<file path="config.mk">
export PLATFORM = sky130hd
export DESIGN_NAME = fac_auto_crc
export DESIGN_NICKNAME = d
export VERILOG_FILES = /design/src/fac_auto_crc.v
export VERILOG_INCLUDE_DIRS = /design/src
export SDC_FILE = /design/constraint.sdc
export NUM_CORES = 1
export LEC_CHECK = 0
export BUFFER_PORTS_ARGS = -buffer_cell sky130_fd_sc_hd__buf_2
export CAP_MARGIN = 20
export CELL_PAD_IN_SITES_DETAIL_PLACEMENT = 0
export CELL_PAD_IN_SITES_GLOBAL_PLACEMENT = 1
export CORE_MARGIN = 1
export CORE_UTILIZATION = 39
export DETAILED_ROUTE_END_ITERATION = 10
export GPL_TIMING_DRIVEN = 0
export PLACE_DENSITY = 0.79
export SETUP_SLACK_MARGIN = 0.4
export SLEW_MARGIN = 25
export SYNTH_ARGS = -nofsm -noshare
export SYNTH_HDL_FRONTEND = slang
export SYNTH_SLANG_ARGS = --single-unit
</file>
<file path="constraint.sdc">
create_clock -name clock -period 3.1 [get_ports clock]
set_clock_uncertainty 0.1 [all_clocks]
set_input_delay 0.155 -clock clock [delete_from_list [all_inputs] [get_ports clock]]
set_output_delay 0.155 -clock clock [all_outputs]
set_load 0.03 [all_outputs]
</file>
<file path="src/fac_consts.vh">
// Register offsets, field positions, reset values, sector size, CRC constants and response codes for the auto CRC block
`ifndef FAC_CONSTS_VH
`define FAC_CONSTS_VH
`define FAC_IDX_INPUT 8'h93
`define FAC_IDX_CTRL 8'h94
`define FAC_IDX_FLIP 8'h95
`define FAC_IDX_AUTO 8'h96
`define FAC_IDX_CNT 8'h97
`define FAC_IDX_RESULT 8'h98
`define FAC_IDX_STATUS 8'h99
`define FAC_IDX_ENABLE 8'h9a
`define FAC_IDX_CLEAR 8'h9b
`define FAC_AUTO_EN_BIT 7
`define FAC_AUTO_DONE_BIT 6
`define FAC_AUTO_RESET 8'h40
`define FAC_CNT_RESET 8'h00
`define FAC_FLIP_RESET 8'h00
`define FAC_SECTOR_BYTES 1024
`define FAC_SECTOR_SHIFT 10
`define FAC_CRC_INIT 32'hffffffff
`define FAC_CRC_POLY 32'hedb88320
`define FAC_RESP_OKAY 2'b00
`define FAC_RESP_SLVERR 2'b10
`endif

</file>
<file path="src/fac_auto_crc.v">
// Automatic Flash CRC controller, bit reverse register and AXI4-Lite register slave
`timescale 1ns/1ps
`include "fac_consts.vh"

// Overview of operation
// - With auto_calc_enable set, any write with byte lane 0 strobed to control register launches a Flash CRC run.
// - auto_calc_complete is 0 during a run, but reads stall until it is back to 1; it resets to 1.
// - Processor is stalled for the whole run.
// - First Flash byte address is start_sector times 1024.
// - Last sector processed starts at (start_sector plus sector_count) times 1024.
// - Upper two bits of sector count register read zero; writes ignored.
// - Bit reverse register returns last written byte with bit order reversed.
// - Every software or Flash byte is folded into the existing CRC result.
module fac_auto_crc #(
   parameter ADDR_WIDTH = 16
) (
   input wire clock,
   input wire rst_n,
   input wire [11:0] s_axi_awaddr,
   input wire s_axi_awvalid,
   output reg s_axi_awready,
   input wire [31:0] s_axi_wdata,
   input wire [3:0] s_axi_wstrb,
   input wire s_axi_wvalid,
   output reg s_axi_wready,
   output reg [1:0] s_axi_bresp,
   output reg s_axi_bvalid,
   input wire s_axi_bready,
   input wire [11:0] s_axi_araddr,
   input wire s_axi_arvalid,
   output reg s_axi_arready,
   output reg [31:0] s_axi_rdata,
   output reg [1:0] s_axi_rresp,
   output reg s_axi_rvalid,
   input wire s_axi_rready,
   output reg [ADDR_WIDTH-1:0] flashAddr,
   output reg flashRead,
   input wire [7:0] flashData,
   output reg cpuStall,
   output reg irq
);

   localparam ST_IDLE = 1'b0;
   localparam ST_RUN = 1'b1;
   localparam [7:0] AUTO_RESET = `FAC_AUTO_RESET;

   // Reflected CRC-32 of one byte folded into the running value
   function [31:0] crcByte;
      input [31:0] crcIn;
      input [7:0] dataIn;
      integer i;
      reg [31:0] c;
      begin
         c = crcIn ^ {24'h000000, dataIn};
         for (i = 0; i < 8; i = i + 1) begin
            c = c[0] ? ((c >> 1) ^ `FAC_CRC_POLY) : (c >> 1);
         end
         crcByte = c;
      end
   endfunction

   function [7:0] flipByte;
      input [7:0] b;
      integer i;
      begin
         flipByte = 8'h00;
         for (i = 0; i < 8; i = i + 1) begin
            flipByte[i] = b[7 - i];
         end
      end
   endfunction

   reg state;
   reg autoEnable;
   reg autoComplete;
   reg [5:0] startSector;
   reg [5:0] sectorCount;
   reg [7:0] flipStore;
   reg [31:0] crcResult;
   reg [ADDR_WIDTH-1:0] lastAddr;
   reg fetchPending;
   reg [1:0] status;
   reg [1:0] intEnable;
   reg [11:0] awAddrHeld;
   reg awHeld;
   reg [31:0] wDataHeld;
   reg [3:0] wStrbHeld;
   reg wHeld;

   wire [ADDR_WIDTH-1:0] sectorBase = {{(ADDR_WIDTH-6){1'b0}}, startSector} << `FAC_SECTOR_SHIFT;
   wire [6:0] lastSector = {1'b0, startSector} + {1'b0, sectorCount};
   wire [ADDR_WIDTH-1:0] lastStart = {{(ADDR_WIDTH-7){1'b0}}, lastSector} << `FAC_SECTOR_SHIFT;
   wire [ADDR_WIDTH-1:0] lastByte = lastStart | {{(ADDR_WIDTH-`FAC_SECTOR_SHIFT){1'b0}}, {`FAC_SECTOR_SHIFT{1'b1}}};

   wire awGot = awHeld | s_axi_awvalid;
   wire wGot = wHeld | s_axi_wvalid;
   wire [11:0] wrAddr = awHeld ? awAddrHeld : s_axi_awaddr;
   wire [31:0] wrData = wHeld ? wDataHeld : s_axi_wdata;
   wire [3:0] wrStrb = wHeld ? wStrbHeld : s_axi_wstrb;
   // A register write completes only when the block is idle; a run holds the bus off
   wire doWrite = awGot & wGot & ~s_axi_bvalid & (state == ST_IDLE);
   wire [9:0] wrIdx = wrAddr[11:2];
   wire wrByte0 = wrStrb[0];
   wire wrInput = doWrite & wrByte0 & (wrIdx == {2'b00, `FAC_IDX_INPUT});
   wire wrCtrl = doWrite & wrByte0 & (wrIdx == {2'b00, `FAC_IDX_CTRL});
   wire launch = wrCtrl & autoEnable;
   wire runEnd = (state == ST_RUN) & fetchPending & (flashAddr == lastAddr);
   wire doRead = s_axi_arvalid & s_axi_arready;
   wire [9:0] rdIdx = s_axi_araddr[11:2];

   // Write channels: each captured independently, response after both
   always @(posedge clock) begin
      if (!rst_n) begin
         awHeld <= 1'b0;
         wHeld <= 1'b0;
         awAddrHeld <= 12'h000;
         wDataHeld <= 32'h00000000;
         wStrbHeld <= 4'h0;
         s_axi_awready <= 1'b0;
         s_axi_wready <= 1'b0;
         s_axi_bvalid <= 1'b0;
         s_axi_bresp <= `FAC_RESP_OKAY;
      end else begin
         s_axi_awready <= 1'b0;
         s_axi_wready <= 1'b0;
         if (s_axi_awvalid & ~awHeld & ~s_axi_awready) begin
            awHeld <= 1'b1;
            awAddrHeld <= s_axi_awaddr;
            s_axi_awready <= 1'b1;
         end
         if (s_axi_wvalid & ~wHeld & ~s_axi_wready) begin
            wHeld <= 1'b1;
            wDataHeld <= s_axi_wdata;
            wStrbHeld <= s_axi_wstrb;
            s_axi_wready <= 1'b1;
         end
         if (doWrite & awHeld & wHeld) begin
            awHeld <= 1'b0;
            wHeld <= 1'b0;
            s_axi_bvalid <= 1'b1;
            s_axi_bresp <= (wrIdx >= {2'b00, `FAC_IDX_INPUT} && wrIdx <= {2'b00, `FAC_IDX_CLEAR}) ?
               `FAC_RESP_OKAY : `FAC_RESP_SLVERR;
         end
         if (s_axi_bvalid & s_axi_bready) begin
            s_axi_bvalid <= 1'b0;
         end
      end
   end

   wire commit = doWrite & awHeld & wHeld;

   // Register file and automatic run sequencer
   always @(posedge clock) begin
      if (!rst_n) begin
         state <= ST_IDLE;
         autoEnable <= AUTO_RESET[`FAC_AUTO_EN_BIT];
         autoComplete <= AUTO_RESET[`FAC_AUTO_DONE_BIT];
         startSector <= 6'h00;
         sectorCount <= 6'h00;
         flipStore <= `FAC_FLIP_RESET;
         crcResult <= `FAC_CRC_INIT;
         flashAddr <= {ADDR_WIDTH{1'b0}};
         flashRead <= 1'b0;
         fetchPending <= 1'b0;
         lastAddr <= {ADDR_WIDTH{1'b0}};
         cpuStall <= 1'b0;
         status <= 2'b00;
         intEnable <= 2'b00;
         irq <= 1'b0;
      end else begin
         irq <= |(status & intEnable);
         if (commit & wrByte0) begin
            case (wrIdx)
               {2'b00, `FAC_IDX_INPUT}: crcResult <= crcByte(crcResult, wrData[7:0]);
               {2'b00, `FAC_IDX_CTRL}: if (!wrData[0]) crcResult <= `FAC_CRC_INIT;
               {2'b00, `FAC_IDX_FLIP}: flipStore <= wrData[7:0];
               {2'b00, `FAC_IDX_AUTO}: begin
                  autoEnable <= wrData[`FAC_AUTO_EN_BIT];
                  startSector <= wrData[5:0];
               end
               {2'b00, `FAC_IDX_CNT}: sectorCount <= wrData[5:0];
               {2'b00, `FAC_IDX_ENABLE}: intEnable <= wrData[1:0];
               default: ;
            endcase
         end
         // Clear first so a same-cycle event still sets its bit
         if (commit & wrByte0 & (wrIdx == {2'b00, `FAC_IDX_CLEAR})) begin
            status <= status & ~wrData[1:0];
         end
         if (wrInput & commit) begin
            status[1] <= 1'b1;
         end
         case (state)
            ST_IDLE: begin
               if (launch & commit) begin
                  state <= ST_RUN;
                  autoComplete <= 1'b0;
                  cpuStall <= 1'b1;
                  flashAddr <= sectorBase;
                  lastAddr <= lastByte;
                  flashRead <= 1'b1;
                  fetchPending <= 1'b0;
               end
            end
            ST_RUN: begin
               fetchPending <= flashRead;
               if (fetchPending) begin
                  crcResult <= crcByte(crcResult, flashData);
               end
               if (runEnd) begin
                  state <= ST_IDLE;
                  autoComplete <= 1'b1;
                  cpuStall <= 1'b0;
                  flashRead <= 1'b0;
                  fetchPending <= 1'b0;
                  status[0] <= 1'b1;
               end else if (fetchPending) begin
                  flashAddr <= flashAddr + {{(ADDR_WIDTH-1){1'b0}}, 1'b1};
                  // The last byte is fetched as well; runEnd closes the run once it is folded
                  flashRead <= 1'b1;
               end else begin
                  flashRead <= 1'b0;
               end
            end
            default: state <= ST_IDLE;
         endcase
      end
   end

   // Read channel; reads stall during a run, so the flag is always seen as 1
   always @(posedge clock) begin
      if (!rst_n) begin
         s_axi_arready <= 1'b0;
         s_axi_rvalid <= 1'b0;
         s_axi_rdata <= 32'h00000000;
         s_axi_rresp <= `FAC_RESP_OKAY;
      end else begin
         // A read must not slip in at the edge that launches a run
         s_axi_arready <= s_axi_arvalid & ~s_axi_arready & ~s_axi_rvalid & (state == ST_IDLE) & ~(launch & commit);
         if (doRead) begin
            s_axi_rvalid <= 1'b1;
            s_axi_rresp <= `FAC_RESP_OKAY;
            case (rdIdx)
               {2'b00, `FAC_IDX_FLIP}: s_axi_rdata <= {24'h000000, flipByte(flipStore)};
               {2'b00, `FAC_IDX_AUTO}: s_axi_rdata <= {24'h000000, autoEnable, autoComplete, startSector};
               {2'b00, `FAC_IDX_CNT}: s_axi_rdata <= {24'h000000, 2'b00, sectorCount};
               {2'b00, `FAC_IDX_RESULT}: s_axi_rdata <= crcResult;
               {2'b00, `FAC_IDX_STATUS}: s_axi_rdata <= {30'h00000000, status};
               {2'b00, `FAC_IDX_ENABLE}: s_axi_rdata <= {30'h00000000, intEnable};
               {2'b00, `FAC_IDX_INPUT}, {2'b00, `FAC_IDX_CTRL}, {2'b00, `FAC_IDX_CLEAR}:
                  s_axi_rdata <= 32'h00000000;
               default: begin
                  s_axi_rdata <= 32'h00000000;
                  s_axi_rresp <= `FAC_RESP_SLVERR;
               end
            endcase
         end else if (s_axi_rvalid & s_axi_rready) begin
            s_axi_rvalid <= 1'b0;
         end
      end
   end

endmodule

</file>
==> results.yml <==
outcome:
  outcome: "finished, final reports clean"
die:
  die_width_um: 146
  io_pins: 135
  floorplan.die_area_um2: 21200
  initial_core_util_pct: 39.7
  placeableCoreArea_um2: 20200
  chipHeight_um: 146
  fp-row-count: 52
power:
  vdd.ir_drop.worst_uv: 268
  power_leakage_nw: 3.83
  p_int_mw: 3.57
  power_density_nw_per_um2: 494
  power.share.sequential_pct: 39.5
  net-switching-power_mw: 1.30
  post-layout-total-power_mw: 4.87
  power_frac_comb_pct: 17.9
  clock_power_share_pct: 42.5
  power_switching_share_pct: 26.7
synthesis:
  synth_warnings: 0
  per_instance_average_area_after_synthesis_um2: 8.75
  synth_cells: 918
  synth-edff-count: 0
  netlist_area_um2: 8030
  ys_dominant_reg_cell: "sky130_fd_sc_hd__dfxtp_1"
  synth-seq-area-share_pct: 36.4
  synth-async-reset-ratio_pct: 0
  yosysUniqueCellTypes: 75
  synth-seq-cells: 146
grt:
  global_route.usage.total_pct: 23.5
  grt_max_degree: 17
  grt_antenna_before_repair: 1
  grt_pass1_wl_um: 38400
  via_count_of_the_first_global_routing_pass: 6749
  grt_remaining_overflow: 0
setup_path:
  critical_path.max_stage_delay_ns: 0.45
  worst-path-stages: 8
  start_kind: "flip-flop"
  cp_cell_sequence: "buf_8, buf_4, mux2i_2, xnor2_2, xnor2_4, xnor2_1, o22ai_1, a221o_1"
  cp.arrival_ns: 2.85
  cp_top_family: "XOR/XNOR gates"
  critPathMaxFanout: 7
  cp.buffers_inverters: 2
  slowest_stage_cell_cp: "sky130_fd_sc_hd__xnor2_4"
  r2r_cells: 8
  crit_type: "flip-flop to flip-flop"
  critical_path.endpoint_type: "flip-flop"
  required_ns: 3.31
route:
  routed_wl_um: 24600
  drt_antenna_net_count: 0
  remaining_drc_errors: 0
  via_to_cell_ratio: 5.40
  route.detailed.wl_per_inst_um: 18.2
  initialDrtViolationCount: 445
  detailroute.via_count: 7294
  firstDrtPassIters: 5
place:
  detailedPlace.worstSlack_ns: -0.0447
  dp_cells: 1289
  io_buffer_count: 100
  globalplace.congestion: 0.859
  placement.cell_area_um2: 8890
  dp.final_hpwl_um: 18300
clocking:
  cts_inserted_buffers: 17
  clock-sinks: 146
  total_number_of_h_tree_levels: 4
  max-clock-path-buffers: 2
  ctsRootBufferMaster: "sky130_fd_sc_hd__clkbuf_16"
  insertion_delay_ns: 0.43
  tritoncts: "built"
  clkTransAtPathRegs_ns: 0.06
sta:
  timing_max_transition_violations_final: 0
  portion_of_the_clock_cycle_consumed_by_the_worst_path_in_the_final_layout_pct: 85.1
  achievable_frequency_ghz: 0.379
  fin_worst_hold_slack_ns: 0.100
  setup_viol: 0
  setup_repair_after_global_routing_missed_its_margin: "yes"
  max_slew_margin_pct: 39.6
  report.final.hold_viol_count: 0
  postLayoutSetupSlackWorst_ns: 0.461
  timing.final.crit_period_ns: 2.64
  worst_slew_pin_slew_ns: 0.898
  final.setup.tns_ns: 0
finish:
  post_route_cells_drive_above_1_share_pct: 19.2
  most_common_cell_after_layout_fill_and_taps_aside: "sky130_fd_sc_hd__dfxtp_1"
  nNetsFinal: 1153
  n_antenna_cell: 0
  area_growth_syn_to_layout_pct: 22.7
  final_util_pct: 48.7
  n_fill_cell: 1946
  final_cell_mix: "sky130_fd_sc_hd__dfxtp_1, sky130_fd_sc_hd__buf_2, sky130_fd_sc_hd__nor2_1, sky130_fd_sc_hd__xnor2_1, sky130_fd_sc_hd__nand2_1"
  finalNonFillerCells: 1350
  layout.cell_area.non_filler_um2: 9860
worst_hold_path:
  hold_path.class: "input pin to flip-flop"
  holdPathStages: 4
run:
  max-cap-violations: 0
-- sequential cells by signal, summed over array words and instances, names as in the netlist, 2 cells and up --
name and flops:
startSector 6, awAddrHeld 10, status 2, s_axi_rdata 32, flashAddr 16, intEnable 2, sectorCount 6, flipStore 8
lastAddr 7, wDataHeld 8, crcResult 32
-- power by group through the flow --
stage          Clock (mW)  Combinational [mW]  Sequential, mW
2_1_floorplan           0               0.598            1.97
3_3_place_gp            0               0.781            1.96
3_5_place_dp            0               0.787            1.96
4_1_cts              2.09               0.844            1.92
5_1_grt              2.17               0.939            1.93
6_report             2.07               0.874            1.92
-- metal layers --
metal,track usage [%],part of all wire (%),vias up,wire (um)
li1,-,-,3533,-
met1,33.2,48,3510,11900
met2,36.7,45,213,11000
met3,3.70,5.1,36,1270
met4,7.37,1.9,2,460
met5,0,0.065,-,16
-- what timing repair did --
action / CTS / global route
hold endpoints to repair: 24 / 0
pin swaps: 0 / 1
gates resized for setup: 8 / 18
hold buffers: 24 / 0
buffers inserted: 6 / 2
endpoints found under the setup margin: 24 / 42
-- area by class of cell --
class	count	area, um^2	share of cell area (%)
tap	270	338	3.43
inverter	15	56.3	0.571
clock buffer	18	439	4.45
sequential	146	2920	29.7
multi-input combinational	703	4880	49.5
buffer	55	267	2.70
timing repair buffer	132	813	8.25
clock inverter	11	140	1.42
-- worst min-delay path, stage by stage --
cell	delay, ns
sky130_fd_sc_hd__buf_2	0.10
sky130_fd_sc_hd__o21ai_0	0.09
sky130_fd_sc_hd__nand3_1	0.08
sky130_fd_sc_hd__o2111a_1	0.17
-- synth_stat cells (all sizes together) (9+ instances only) --
cell,count,share of area [%]
xor2,45,5.0
nand2,76,3.6
inv,14,0.65
dfxtp,146,36
and2,9,0.70
o21ai,21,1.4
clkbuf,38,1.8
nor2,100,4.7
a21oi,74,4.6
nand3,35,2.2
a211oi,27,2.5
nand4,11,0.93
o22ai,19,1.5
buf,17,1.2
mux2i,29,4.0
nor3,13,0.81
xnor2,109,14
-- cells by family after synthesis --
group / synth area share, %
compound gates: 16.6
xor+xnor: 19.5
fa+ha+maj: 1.34
buf+inv: 3.69
flops: 36.4
mux: 4.38
other cells: 0.0467
simple gates: 18.0
-- worst paths after layout --
path	startpoint	end	slack, ns
min reg2reg	s_axi_rdata[14]	s_axi_rdata[14]	0.35
min	s_axi_araddr[4]	s_axi_rresp[1]	0.10
max reg2reg	wHeld	crcResult[8]	0.46
max	wHeld	crcResult[8]	0.46
Note: power is estimated with default switching activity, not from simulation.
